## src/rtl/esd_pkg.sv

```systemverilog
/*
 emitter safety and diode routing: constants, field layouts, carriers.
 assumes a 20 MHz sequencer clock and byte-wide register access.
*/
package esd_pkg;
   // register map
   localparam logic [7:0] ADDR_SAFETY_CFG = 8'h28;
   localparam logic [7:0] ADDR_MON_DELAY = 8'h35;
   localparam logic [7:0] ADDR_ROUTE_BASE = 8'h53;
   localparam logic [7:0] CFG_RESET = 8'h00;
   localparam logic [7:0] DELAY_RESET = 8'h00;
   localparam logic [7:0] ROUTE_RESET = 8'h00;
   localparam logic [7:0] ROUTE_MASK = 8'h7F;
   // safety config fields
   localparam int CFG_GUARD_OFF_BIT = 7;
   localparam int CFG_SAFETY_OFF_BIT = 6;
   localparam int CFG_VREF_LSB = 4;
   localparam int CFG_VDD_WAIT_LSB = 2;
   localparam int CFG_VSS_WAIT_LSB = 0;
   // routing word fields
   localparam int ROUTE_A_LSB = 4;
   localparam int ROUTE_B_LSB = 0;
   localparam int ROUTE_TEST_BIT = 3;
   // timing
   localparam int CLK_MHZ = 20;
   localparam int CYC_PER_US = CLK_MHZ;
   localparam int ONTIME_MAX_US = 3000;
   localparam int ONTIME_MAX_CYC = ONTIME_MAX_US * CLK_MHZ;
   localparam int SETTLE_US_0 = 2;
   localparam int SETTLE_US_1 = 4;
   localparam int SETTLE_US_2 = 8;
   localparam int SETTLE_US_3 = 12;
   localparam logic [8:0] VREF_MV_0 = 9'h032;
   localparam logic [8:0] VREF_MV_1 = 9'h064;
   localparam logic [8:0] VREF_MV_2 = 9'h096;
   localparam logic [8:0] VREF_MV_3 = 9'h0C8;
   // test voltage select codes on modulator_b
   localparam logic [2:0] TV_GROUND_REF = 3'h4;

   typedef struct packed {
      logic ontime_guard_off;
      logic safety_eval_off;
      logic [1:0] vref_sel;
      logic [1:0] vdd_wait;
      logic [1:0] vss_wait;
   } esd_cfg_t;

   typedef struct packed {
      logic [2:0] diodes_a;
      logic test_sel;
      logic [2:0] sel_b;
   } esd_route_t;

   typedef struct packed {
      logic [2:0] diode_a;
      logic [2:0] diode_b;
      logic test_en;
      logic [2:0] test_code;
   } esd_mux_t;

   typedef enum logic [2:0] {
      ST_IDLE = 3'b000,
      ST_VSS_TEST = 3'b001,
      ST_VDD_TEST = 3'b011,
      ST_WAIT_MON = 3'b010,
      ST_MEASURE = 3'b110,
      ST_FAULT = 3'b111
   } esd_state_t;
endpackage

```

## src/rtl/esd_top.sv

```systemverilog
/*
 emitter safety sequencing and per-slot photodiode routing.
 assumes a byte register port from the host bridge and a sequencer that
 requests measurements and names the active sequence and subsample.
*/
`timescale 1ns/1ns
`default_nettype none
// Functional notes
// - monitoring starts a programmed count of microseconds after emitter on
// - short to ground test runs before every measurement
// - a detected short suppresses the following measurement
// - emitter forced off after about 3 ms on, unless bit 7 set
// - bit 6 makes safety evaluation ignore both short detectors
// - bits 5:4 select comparator threshold 50 to 200 mV
// - bits 3:2 set supply short settling 2, 4, 8, 12 us
// - bits 1:0 set ground short settling 2, 4, 8, 12 us
// - a separate routing word applies in every subsample slot
// - bits 6:4 route diodes to modulator a, 2:0 to b, bit 7 zero
// - one diode on one modulator at a time, shared ones serialised
// - distinct diodes on different modulators convert together
// - modulator a takes diodes only; bit 3 gives b test voltages
// - with bit 3 set, bits 2:0 pick b's test voltage
// - result is a 20-bit signed fraction of full scale
// - slot one of sequence one resets to no diode connected
// - test codes: emitters, supply, anode, ground, vdd, temperature
module esd_top #(
   parameter int SLOTS = 16,
   parameter int ONTIME_CYC = esd_pkg::ONTIME_MAX_CYC
) (
   input wire logic clk,
   input wire logic rst_n,
   input wire logic reg_wr,
   input wire logic [7:0] reg_addr,
   input wire logic [7:0] reg_wdata,
   output logic [7:0] reg_rdata,
   input wire logic meas_req,
   input wire logic [$clog2(SLOTS)-1:0] slot_idx,
   input wire logic short_gnd_det,
   input wire logic short_vdd_det,
   input wire logic [19:0] adc_raw,
   input wire logic adc_valid,
   output logic emitter_on,
   output logic short_gnd_en,
   output logic short_vdd_en,
   output logic [8:0] vref_mv,
   output logic monitor_active,
   output logic meas_start,
   output logic meas_blocked,
   output logic ontime_trip,
   output esd_pkg::esd_mux_t mux_sel,
   output logic [2:0] interleave_slot,
   output logic signed [19:0] result,
   output logic result_valid
);
   localparam int SW = $clog2(SLOTS);
   esd_pkg::esd_cfg_t cfg;
   logic [7:0] mon_delay;
   esd_pkg::esd_route_t route [SLOTS];
   esd_pkg::esd_state_t state;
   logic [15:0] tcnt;
   logic [$clog2(ONTIME_CYC+1)-1:0] on_cnt;
   logic [2:0] sg_s, sv_s;
   logic [15:0] settle_vss, settle_vdd, mon_cyc;
   logic sg_ok, sv_ok, trip_now;
   logic [1:0] il_ptr;
   logic sg_f, sv_f;
   logic [2:0] a_sel, b_sel, a_now, b_now;

   function automatic logic [15:0] settle(input logic [1:0] c);
      case (c)
         2'd0: settle = 16'(esd_pkg::SETTLE_US_0 * esd_pkg::CYC_PER_US);
         2'd1: settle = 16'(esd_pkg::SETTLE_US_1 * esd_pkg::CYC_PER_US);
         2'd2: settle = 16'(esd_pkg::SETTLE_US_2 * esd_pkg::CYC_PER_US);
         default: settle = 16'(esd_pkg::SETTLE_US_3 * esd_pkg::CYC_PER_US);
      endcase
   endfunction

   assign settle_vdd = settle(cfg.vdd_wait);
   assign settle_vss = settle(cfg.vss_wait);
   assign mon_cyc = 16'(mon_delay) * 16'(esd_pkg::CYC_PER_US);
   assign sg_ok = cfg.safety_eval_off | ~sg_f;
   assign sv_ok = cfg.safety_eval_off | ~sv_f;

   // detector inputs come from analog, three-stage synchronisers
   always_ff @(posedge clk or negedge rst_n) begin
      if (!rst_n) begin
         sg_s <= 3'h0;
         sv_s <= 3'h0;
         sg_f <= 1'b0;
         sv_f <= 1'b0;
      end else begin
         sg_s <= {sg_s[1:0], short_gnd_det};
         sv_s <= {sv_s[1:0], short_vdd_det};
         // level taken once second and third stage agree
         if (sg_s[2] == sg_s[1]) begin
            sg_f <= sg_s[2];
         end
         if (sv_s[2] == sv_s[1]) begin
            sv_f <= sv_s[2];
         end
      end
   end

   // register writes
   always_ff @(posedge clk or negedge rst_n) begin
      if (!rst_n) begin
         cfg <= esd_pkg::CFG_RESET;
         mon_delay <= esd_pkg::DELAY_RESET;
      end else if (reg_wr) begin
         if (reg_addr == esd_pkg::ADDR_SAFETY_CFG) begin
            cfg <= reg_wdata;
         end else if (reg_addr == esd_pkg::ADDR_MON_DELAY) begin
            mon_delay <= reg_wdata;
         end
      end
   end

   for (genvar g = 0; g < SLOTS; g++) begin : g_route
      always_ff @(posedge clk or negedge rst_n) begin
         if (!rst_n) begin
            route[g] <= esd_pkg::ROUTE_RESET[6:0];
         end else if (reg_wr &&
                      reg_addr == esd_pkg::ADDR_ROUTE_BASE + 8'(g)) begin
            route[g] <= reg_wdata[6:0];
         end
      end
   end

   // readback; unused bits zero
   always_comb begin
      reg_rdata = 8'h00;
      if (reg_addr == esd_pkg::ADDR_SAFETY_CFG) begin
         reg_rdata = cfg;
      end else if (reg_addr == esd_pkg::ADDR_MON_DELAY) begin
         reg_rdata = mon_delay;
      end else if (reg_addr >= esd_pkg::ADDR_ROUTE_BASE &&
                   reg_addr < esd_pkg::ADDR_ROUTE_BASE + 8'(SLOTS)) begin
         reg_rdata = {1'b0,
                      route[SW'(reg_addr - esd_pkg::ADDR_ROUTE_BASE)]};
      end
   end

   always_comb begin
      case (cfg.vref_sel)
         2'd0: vref_mv = esd_pkg::VREF_MV_0;
         2'd1: vref_mv = esd_pkg::VREF_MV_1;
         2'd2: vref_mv = esd_pkg::VREF_MV_2;
         default: vref_mv = esd_pkg::VREF_MV_3;
      endcase
   end

   assign trip_now = !cfg.ontime_guard_off && emitter_on &&
                     on_cnt >= ($bits(on_cnt))'(ONTIME_CYC);
   always_ff @(posedge clk or negedge rst_n) begin
      if (!rst_n) begin
         on_cnt <= '0;
         ontime_trip <= 1'b0;
      end else begin
         on_cnt <= emitter_on ? on_cnt + 1'b1 : '0;
         ontime_trip <= trip_now;
      end
   end

   // safety sequence
   always_ff @(posedge clk or negedge rst_n) begin
      if (!rst_n) begin
         state <= esd_pkg::ST_IDLE;
         tcnt <= 16'h0000;
         meas_start <= 1'b0;
         meas_blocked <= 1'b0;
      end else begin
         meas_start <= 1'b0;
         meas_blocked <= 1'b0;
         tcnt <= tcnt + 16'h0001;
         case (state)
            esd_pkg::ST_IDLE: begin
               tcnt <= 16'h0000;
               if (meas_req) begin
                  state <= esd_pkg::ST_VSS_TEST;
               end
            end
            esd_pkg::ST_VSS_TEST: begin
               if (tcnt + 16'h0001 >= settle_vss) begin
                  tcnt <= 16'h0000;
                  if (!sg_ok) begin
                     state <= esd_pkg::ST_FAULT;
                  end else begin
                     state <= esd_pkg::ST_VDD_TEST;
                  end
               end
            end
            esd_pkg::ST_VDD_TEST: begin
               if (tcnt + 16'h0001 >= settle_vdd) begin
                  tcnt <= 16'h0000;
                  if (!sv_ok) begin
                     state <= esd_pkg::ST_FAULT;
                  end else begin
                     state <= esd_pkg::ST_WAIT_MON;
                     meas_start <= 1'b1;
                  end
               end
            end
            esd_pkg::ST_WAIT_MON: begin
               if (trip_now) begin
                  state <= esd_pkg::ST_IDLE;
               end else if (tcnt >= mon_cyc) begin
                  state <= esd_pkg::ST_MEASURE;
               end
            end
            esd_pkg::ST_MEASURE: begin
               if (!meas_req || trip_now) begin
                  state <= esd_pkg::ST_IDLE;
               end
            end
            default: begin
               meas_blocked <= 1'b1;
               state <= esd_pkg::ST_IDLE;
            end
         endcase
      end
   end

   assign emitter_on = (state == esd_pkg::ST_WAIT_MON ||
                        state == esd_pkg::ST_MEASURE) && !ontime_trip;
   assign monitor_active = state == esd_pkg::ST_MEASURE;
   assign short_gnd_en = state == esd_pkg::ST_VSS_TEST;
   assign short_vdd_en = state == esd_pkg::ST_VDD_TEST;

   // serialise shared diodes, one per measure cycle
   always_ff @(posedge clk or negedge rst_n) begin
      if (!rst_n) begin
         il_ptr <= 2'd0;
      end else if (state != esd_pkg::ST_MEASURE) begin
         il_ptr <= 2'd0;
      end else begin
         il_ptr <= (il_ptr == 2'd2) ? 2'd0 : il_ptr + 2'd1;
      end
   end
   assign interleave_slot = 3'b001 << il_ptr;

   always_comb begin
      a_sel = route[slot_idx].diodes_a;
      b_sel = route[slot_idx].test_sel ? 3'h0 : route[slot_idx].sel_b;
      a_now = |(a_sel & (a_sel - 3'h1)) ? a_sel & interleave_slot : a_sel;
      b_now = |(b_sel & (b_sel - 3'h1)) ? b_sel & interleave_slot : b_sel;
      b_now = b_now & ~a_now;
   end

   // routing to modulators
   always_ff @(posedge clk or negedge rst_n) begin
      if (!rst_n) begin
         mux_sel <= '0;
      end else if (state != esd_pkg::ST_MEASURE) begin
         mux_sel <= '0;
      end else begin
         mux_sel.diode_a <= a_now;
         mux_sel.test_en <= route[slot_idx].test_sel;
         mux_sel.test_code <= route[slot_idx].test_sel ?
                              route[slot_idx].sel_b : 3'h0;
         mux_sel.diode_b <= b_now;
      end
   end

   always_ff @(posedge clk or negedge rst_n) begin
      if (!rst_n) begin
         result <= 20'h00000;
         result_valid <= 1'b0;
      end else begin
         result_valid <= adc_valid && monitor_active;
         if (adc_valid && monitor_active) begin
            result <= adc_raw;
         end
      end
   end

   AST_NO_START_ON_FAULT: assert property (@(posedge clk) disable iff (!rst_n)
      (state == esd_pkg::ST_FAULT) |=> !meas_start && meas_blocked)
      else $error("measurement started after short");
   AST_TEST_FIRST: assert property (@(posedge clk) disable iff (!rst_n)
      $rose(meas_start) |-> $past(state) == esd_pkg::ST_VDD_TEST)
      else $error("measurement without short test");
   AST_TRIP_OFF: assert property (@(posedge clk) disable iff (!rst_n)
      trip_now |=> !emitter_on)
      else $error("emitter stayed on past limit");
   AST_GUARD_OFF: assert property (@(posedge clk) disable iff (!rst_n)
      cfg.ontime_guard_off && state == esd_pkg::ST_MEASURE && meas_req
      |=> emitter_on)
      else $error("watchdog tripped while disabled");
   AST_MASK: assert property (@(posedge clk) disable iff (!rst_n)
      cfg.safety_eval_off && state == esd_pkg::ST_VSS_TEST
      |=> state != esd_pkg::ST_FAULT)
      else $error("fault raised while evaluation off");
   AST_A_DIODES: assert property (@(posedge clk) disable iff (!rst_n)
      $countones(mux_sel.diode_a) <= 1 &&
      $countones(mux_sel.diode_b) <= 1 &&
      (mux_sel.diode_a & mux_sel.diode_b) == 3'h0)
      else $error("diode shared");
   AST_B_TEST: assert property (@(posedge clk) disable iff (!rst_n)
      mux_sel.test_en |-> mux_sel.diode_b == 3'h0)
      else $error("modulator b mixes test and diode");
   AST_MON_DELAY: assert property (@(posedge clk) disable iff (!rst_n)
      $rose(monitor_active) |-> $past(tcnt) >= $past(mon_cyc))
      else $error("monitoring before delay");
endmodule
`default_nettype wire

```

## config.mk

```make
export PLATFORM = sky130hd
export DESIGN_NAME = esd_top
export DESIGN_NICKNAME = d
export VERILOG_FILES = /design/src/rtl/esd_pkg.sv /design/src/rtl/esd_top.sv
export SDC_FILE = /design/constraint.sdc
export NUM_CORES = 1
export LEC_CHECK = 0
export BUFFER_PORTS_ARGS = -buffer_cell sky130_fd_sc_hd__buf_2
export CORE_UTILIZATION = 60
export CTS_BUF_LIST = sky130_fd_sc_hd__clkbuf_8
export CTS_CLUSTER_SIZE = 14
export DETAILED_ROUTE_END_ITERATION = 12
export PLACE_DENSITY = 0.81
export SLEW_MARGIN = 30
export SYNTH_ARGS = -nofsm -noshare
export SYNTH_HDL_FRONTEND = slang
export SYNTH_SLANG_ARGS = --single-unit
```

## constraint.sdc

```tcl
create_clock -name clk -period 5.4 [get_ports clk]
set_input_delay 1.08 -clock clk [delete_from_list [all_inputs] [get_ports clk]]
set_output_delay 1.08 -clock clk [all_outputs]
set_load 0.1 [all_outputs]
```

==> results of run 1 <==
layout by cell type, fill, tap and decap left out, types with 5 or more instances in the layout:
cell,instances
sky130_fd_sc_hd__ha_1,45
sky130_fd_sc_hd__nand2_1,40
sky130_fd_sc_hd__a222oi_1,7
sky130_fd_sc_hd__nor2_1,52
sky130_fd_sc_hd__dfrtp_1,207
sky130_fd_sc_hd__xnor2_1,14
sky130_fd_sc_hd__nor3_1,9
sky130_fd_sc_hd__xor2_1,15
sky130_fd_sc_hd__or3_1,5
sky130_fd_sc_hd__buf_4,5
sky130_fd_sc_hd__nand2b_1,8
sky130_fd_sc_hd__inv_1,47
sky130_fd_sc_hd__o211ai_1,5
sky130_fd_sc_hd__mux2_2,147
sky130_fd_sc_hd__mux2i_1,11
sky130_fd_sc_hd__o21ai_0,8
sky130_fd_sc_hd__a21oi_1,34
sky130_fd_sc_hd__a211oi_1,8
sky130_fd_sc_hd__a22oi_1,5
sky130_fd_sc_hd__clkbuf_8,47
sky130_fd_sc_hd__nor2b_1,15
sky130_fd_sc_hd__nand3_1,16
sky130_fd_sc_hd__mux4_1,6
sky130_fd_sc_hd__mux4_2,50
sky130_fd_sc_hd__buf_2,101
sky130_fd_sc_hd__a22o_1,5
sky130_fd_sc_hd__nand4_1,5
sky130_fd_sc_hd__and3_1,6
how the worst max path moves through the flow:
| stage | depth (start not counted) | start | endpoint | slack, ns |
|---|---|---|---|---|
| detailed placement | 11 | reg_addr[1] | reg_rdata[1] | 0.60 |
| global placement | 11 | reg_addr[1] | reg_rdata[2] | 0.67 |
| global route | 11 | reg_addr[1] | reg_rdata[1] | 0.40 |
| CTS | 11 | reg_addr[1] | reg_rdata[1] | 0.58 |
| finish | 11 | reg_addr[1] | reg_rdata[1] | 0.56 |
| floorplan | 11 | reg_addr[0] | reg_rdata[0] | 0.10 |
cell type report:
cell class / count / area, µm²
multi-input cells: 582 / 5650
fillers: 1279 / 5510
flip-flops and latches: 207 / 5180
clock buffers: 47 / 647
repair buffers: 109 / 608
well taps: 229 / 287
inverters: 44 / 165
clock inverters: 11 / 105
sequential cells by signal, indices dropped and copies added, names as in the netlist:
signal / count
sv_f: 1
sg_f: 1
meas_blocked: 1
mux_sel: 10
result: 20
tcnt: 16
sv_s: 3
cfg: 8
state: 3
ontime_trip: 1
result_valid: 1
mon_delay: 8
sg_s: 3
on_cnt: 16
route: 112
meas_start: 1
il_ptr: 2
routing by layer:
metal  GRT usage (%)  part of all wire, %
met2            43.1                   48
met5               0                    0
met4            10.2                  2.8
met3            4.59                  5.8
met1            36.8                   43
through the flow:
stage          setup slack [ns]  cell area (µm²)  util (%)  power (mW)  hold slack [ns]
2_1_floorplan             0.104            11200         -        2.96            0.331
3_3_place_gp              0.669            11900      65.5        3.21            0.332
3_5_place_dp              0.596            11900      65.5        3.24            0.337
4_1_cts                   0.578            12600      69.7        4.74            0.355
5_1_grt                   0.399            12600      69.7        4.90            0.364
6_report                  0.561            12600      69.7        4.71            0.351
power groups by stage:
stage / Sequential [mW] / Clock [mW] / Combinational [mW]
4_1_cts: 1.82 / 1.52 / 1.40
2_1_floorplan: 2.37 / 0 / 0.590
3_5_place_dp: 1.84 / 0 / 1.40
5_1_grt: 1.84 / 1.60 / 1.47
6_report: 1.82 / 1.49 / 1.40
3_3_place_gp: 1.84 / 0 / 1.37
logic make-up after synthesis:
logic type,count (synthesis),share of synthesized area (%)
other,1,0.0335
AOI/OAI and AO/OA,101,6.56
adders and majority gates,50,5.60
muxes,216,27.4
DFF,207,46.3
buffers and inverters,83,3.41
and+or+nand+nor,183,8.36
xor gates and xnor gates,30,2.35
==> qor.yml, run 1 <==
status:
  run_status: "finished with violations"
  failed_checks: "design-rule violations"
routing:
  drtPass1Iterations: 9
  via_to_cell_ratio: 6.17
  drt-total-wl_um: 24500
  vias: 7589
  wl_per_cell_um: 20.0
  final_antenna_net_count: 0
  detail_route.iter0.violations: 516
  post-route-drc-count: 14
floorplan:
  num_io_pins: 105
  rows: 49
  die-width_um: 139
  die_y_um: 139
  die-area_um2: 19200
  initial_core_util_pct: 61.7
  core_region_area_um2: 18100
cts:
  insertion_delay_ns: 0.52
  cts.htree.levels: 2
  cts.reportedPaths.clkPinSlew_ns: 0.06
  holdBufCountCts: 0
  cts_resized: 0
  numCtsBuffers: 36
  root_buffer: "sky130_fd_sc_hd__clkbuf_8"
  postCtsSetupRepairBufs: 0
  largest_buffer_count_on_any_clock_path: 3
  tritoncts: "built"
  cts.sink_count: 207
setup_path:
  type_of_the_setup_path_with_the_least_slack: "in -> out"
  cp_data_required_time_ns: 4.32
  r2r-start: "tcnt[0]"
  timing.critical_path.to_type: "primary output"
  worst_reg_to_reg_setup_slack_ns: 2.00
  crit_buf_inv: 5
  crit_chain: "buf_2 > inv_1 > ha_2 > buf_4 > mux4_2 > nor2b_1 > a211oi_1 > a21oi_1 > a222oi_1 > inv_1 > buf_2"
  r2r-end: "tcnt[13]"
  critical_path.slowest_cell: "sky130_fd_sc_hd__mux4_2"
  critPathMaxFanout: 8
  critPathLaunchType: "input pin"
  ff2ff_path_depth: 11
  critPathArrivalTime_ns: 3.76
  critical-path-top-delay-family: "buffers and inverters"
  critical_path.max_stage_delay_ns: 0.52
placed_design:
  gpl.final_weighted_congestion: 0.869
  hpwl_um: 17500
  port-buffer-count: 102
  dp.cells: 1171
power_and_ir_drop:
  share_comb_of_total_power_pct: 29.6
  worst_ir_drop_vdd_mv: 0.337
  power.share.switching_pct: 38.1
  power.share.clock_pct: 31.7
  p_int_mw: 2.91
  net_switching_component_of_the_power_mw: 1.80
  share_seq_of_total_power_pct: 38.7
  static-leakage-power_nw: 6.26
  powerDensity_nw_per_um2: 373
logic_synthesis:
  edff_count_synth: 0
  yosysMostFrequentCell: "sky130_fd_sc_hd__dfrtp_1"
  synth_flop_cell: "sky130_fd_sc_hd__dfrtp_1"
  post-synth-top-area-fraction_pct: 46.3
  synth.largest_area_cell: "sky130_fd_sc_hd__dfrtp_1"
  synth_seq_area_share_pct: 46.3
  synthesis.instances: 871
  syn-cell-area_um2: 11200
  synth_async_sr_flop_share_pct: 100
  synth_seq_cells: 207
  synth-warning-count: 0
  synthesis.area_per_instance_um2: 12.9
  ys_top_cells_by_count: "sky130_fd_sc_hd__dfrtp_1, sky130_fd_sc_hd__mux2_2, sky130_fd_sc_hd__nor2_1"
  post_synth_main_area_contributors: "sky130_fd_sc_hd__dfrtp_1, sky130_fd_sc_hd__mux2_2, sky130_fd_sc_hd__mux4_2"
  synth.distinct_cells: 68
sta:
  rsz0062_at_grt: "false"
  relSlewSlack_pct: 37.1
  finalCriticalPeriod_ns: 4.84
  final-hold-violation-count: 0
  worst_clock_skew_ns: 0.0198
  timing.final.setup_violations: 0
  fin_setup_tns_ns: 0
  post-route-period-util_pct: 89.6
  max_slew_violation_count: 0
  clock.fmax_mhz: 207
  worst-slew-pin-transition_ns: 0.943
hold_path:
  worstHoldStart: "sv_s[0]"
  holdPathStages: 0
  worstHoldPathType: "reg -> reg"
  endpoint_worst_hold: "sv_s[1]"
finish:
  area_delta_synth_final_pct: 12.9
  post_layout_nonfiller_instances: 1229
  diodes: 0
  finalNetCount: 1074
  final_layout_size_suffix_gt1_share_pct: 37.8
grt:
  number_of_global_route_vias_before_repair: 7613
  gr-total-overflow: 0
  pin_count_of_the_biggest_net_entering_global_routing: 132
  global_route.usage.total_pct: 26.8
  number_of_antenna_violations_at_the_first_check_in_global_routing: 0
  grt_pass1_wl_um: 40300
job:
  maxCapViolations: 0
Power figures use the tool's default switching activity.
==> inputs of run 2 (changes only) <==
- CORE_ASPECT_RATIO: default -> 2
- RECOVER_POWER: default -> 50
==> run 2 against run 1 <==
The flow finishes with violations (max-capacitance violations, max-slew violations). Clock power shrank 16%. Critical path type unchanged. Die area grew 0.17%. Combinational power is essentially flat.
==> qor.yml, run 2 (synthesized netlist as in run 1, its figures left out) <==
setup_path:
  timing.critical_path.to_type: "primary output"
  critPathArrivalTime_ns: 4.00
  critPathLaunchType: "input pin"
  type_of_the_setup_path_with_the_least_slack: "in -> out"
  cp_data_required_time_ns: 4.32
  worst_reg_to_reg_setup_slack_ns: 1.81
  critPathMaxFanout: 28
  r2r-end: "state[2]"
  r2r-start: "mon_delay[3]"
  ff2ff_path_depth: 14
sta:
  rsz0062_at_grt: "false"
  fin_setup_tns_ns: 0
  clock.fmax_mhz: 197
  max_slew_violation_count: 122
  finalCriticalPeriod_ns: 5.08
  final-hold-violation-count: 0
  post-route-period-util_pct: 94.2
  timing.final.setup_violations: 0
  worst-slew-pin-transition_ns: 2.10
  worst_clock_skew_ns: 0.0236
  relSlewSlack_pct: -40.3
routing:
  wl_per_cell_um: 21.8
  detail_route.iter0.violations: 465
  via_to_cell_ratio: 6.40
  final_antenna_net_count: 0
  drt-total-wl_um: 26300
  vias: 7735
  drtPass1Iterations: 5
  post-route-drc-count: 0
cts:
  insertion_delay_ns: 0.59
  postCtsSetupRepairBufs: 0
  cts.sink_count: 207
  tritoncts: "built"
  cts.htree.levels: 1
  holdBufCountCts: 0
  root_buffer: "sky130_fd_sc_hd__clkbuf_8"
  largest_buffer_count_on_any_clock_path: 3
  cts.reportedPaths.clkPinSlew_ns: 0.06
  numCtsBuffers: 30
  cts_resized: 0
grt:
  number_of_antenna_violations_at_the_first_check_in_global_routing: 0
  grt_pass1_wl_um: 42000
  gr-total-overflow: 0
  global_route.usage.total_pct: 28.5
  number_of_global_route_vias_before_repair: 8059
  pin_count_of_the_biggest_net_entering_global_routing: 120
hold_path:
  endpoint_worst_hold: "sg_s[1]"
  holdPathStages: 0
  worstHoldPathType: "reg -> reg"
  worstHoldStart: "sg_s[0]"
finish:
  layout.cell_area.non_filler_um2: 12500
  largest-register: "route"
  mostFrequentLayoutCell: "sky130_fd_sc_hd__dfrtp_1"
  flip_flop_count_of_the_largest_register_all_copies_and_words_added: 112
  multi_input_comb_area_um2: 5660
  area_delta_synth_final_pct: 11.2
  layout_common_cells: "sky130_fd_sc_hd__dfrtp_1, sky130_fd_sc_hd__mux2_2, sky130_fd_sc_hd__buf_2, sky130_fd_sc_hd__nor2_1"
  top_regs: "route: 112 flops, result: 20 flops"
  diodes: 0
  filler_cell_count: 1356
  finalNetCount: 1067
  final_layout_size_suffix_gt1_share_pct: 36.9
  area.sequential_um2: 5180
status:
  failed_checks: "max-capacitance violations, max-slew violations"
  run_status: "finished with violations"
placed_design:
  post_dp_cell_area_um2: 11900
  gpl.final_weighted_congestion: 0.905
  port-buffer-count: 102
  hpwl_um: 19500
job:
  maxCapViolations: 2
floorplan:
  die-area_um2: 19200
  num_io_pins: 105
  die-width_um: 98.6
  rows: 70
  die_y_um: 195
  core_region_area_um2: 18300
  initial_core_util_pct: 61.2
power_and_ir_drop:
  worst_ir_drop_vdd_mv: 0.525
  powerDensity_nw_per_um2: 359
  static-leakage-power_nw: 6.18
## run 2: final cells by class
type,instances,area share (%)
tap,216,2.17
timing repair buffer,108,4.58
inverter,44,1.33
multi-input combinational,582,45.4
sequential,207,41.6
clock inverter,11,0.462
clock buffer,40,4.42
## run 2: stage by stage
| step | std cells | worst slack, ns | hold WS (ns) | power [mW] | utilization, % |
|---|---|---|---|---|---|
| 2_1_floorplan | 872 | 0.104 | 0.331 | 2.96 | - |
| 3_3_place_gp | 1156 | 0.483 | 0.333 | 3.23 | 64.7 |
| 3_5_place_dp | 1156 | 0.375 | 0.340 | 3.26 | 64.8 |
| 4_1_cts | 1207 | 0.337 | 0.354 | 4.51 | 68.1 |
| 5_1_grt | 1208 | 0.141 | 0.366 | 4.65 | 68.0 |
| 6_report | 1208 | 0.315 | 0.353 | 4.48 | 68.0 |
## run 2: worst max-delay path by stage
stage                      from            to
floorplan           reg_addr[0]  reg_rdata[0]
global placement    reg_addr[0]  reg_rdata[6]
detailed placement  reg_addr[0]  reg_rdata[3]
CTS                 reg_addr[0]  reg_rdata[3]
global route        reg_addr[0]  reg_rdata[3]
finish              reg_addr[0]  reg_rdata[3]
## run 2: power by group
group	total, mW	internal (mW)	switching (mW)
clock network	1.25	0.658	0.589
registers	1.83	1.70	0.125
logic	1.40	0.341	1.06
## run 2: critical path, cell delays in order
cell,delay (ns)
sky130_fd_sc_hd__buf_2,0.32
sky130_fd_sc_hd__inv_1,0.12
sky130_fd_sc_hd__ha_2,0.36
sky130_fd_sc_hd__buf_12,0.24
sky130_fd_sc_hd__mux4_2,0.53
sky130_fd_sc_hd__nor2b_1,0.15
sky130_fd_sc_hd__a211oi_1,0.24
sky130_fd_sc_hd__a21oi_1,0.09
sky130_fd_sc_hd__a222oi_1,0.47
sky130_fd_sc_hd__inv_1,0.08
sky130_fd_sc_hd__buf_2,0.31
## run 2: metal layers
layer / up-vias / share of wire, % / track usage (%)
met5: - / 0 / 0
li1: 3406 / - / -
met2: 292 / 54 / 51.9
met1: 3911 / 33 / 29.5
met4: 0 / 8.4 / 21.4
met3: 126 / 4.3 / 3.54
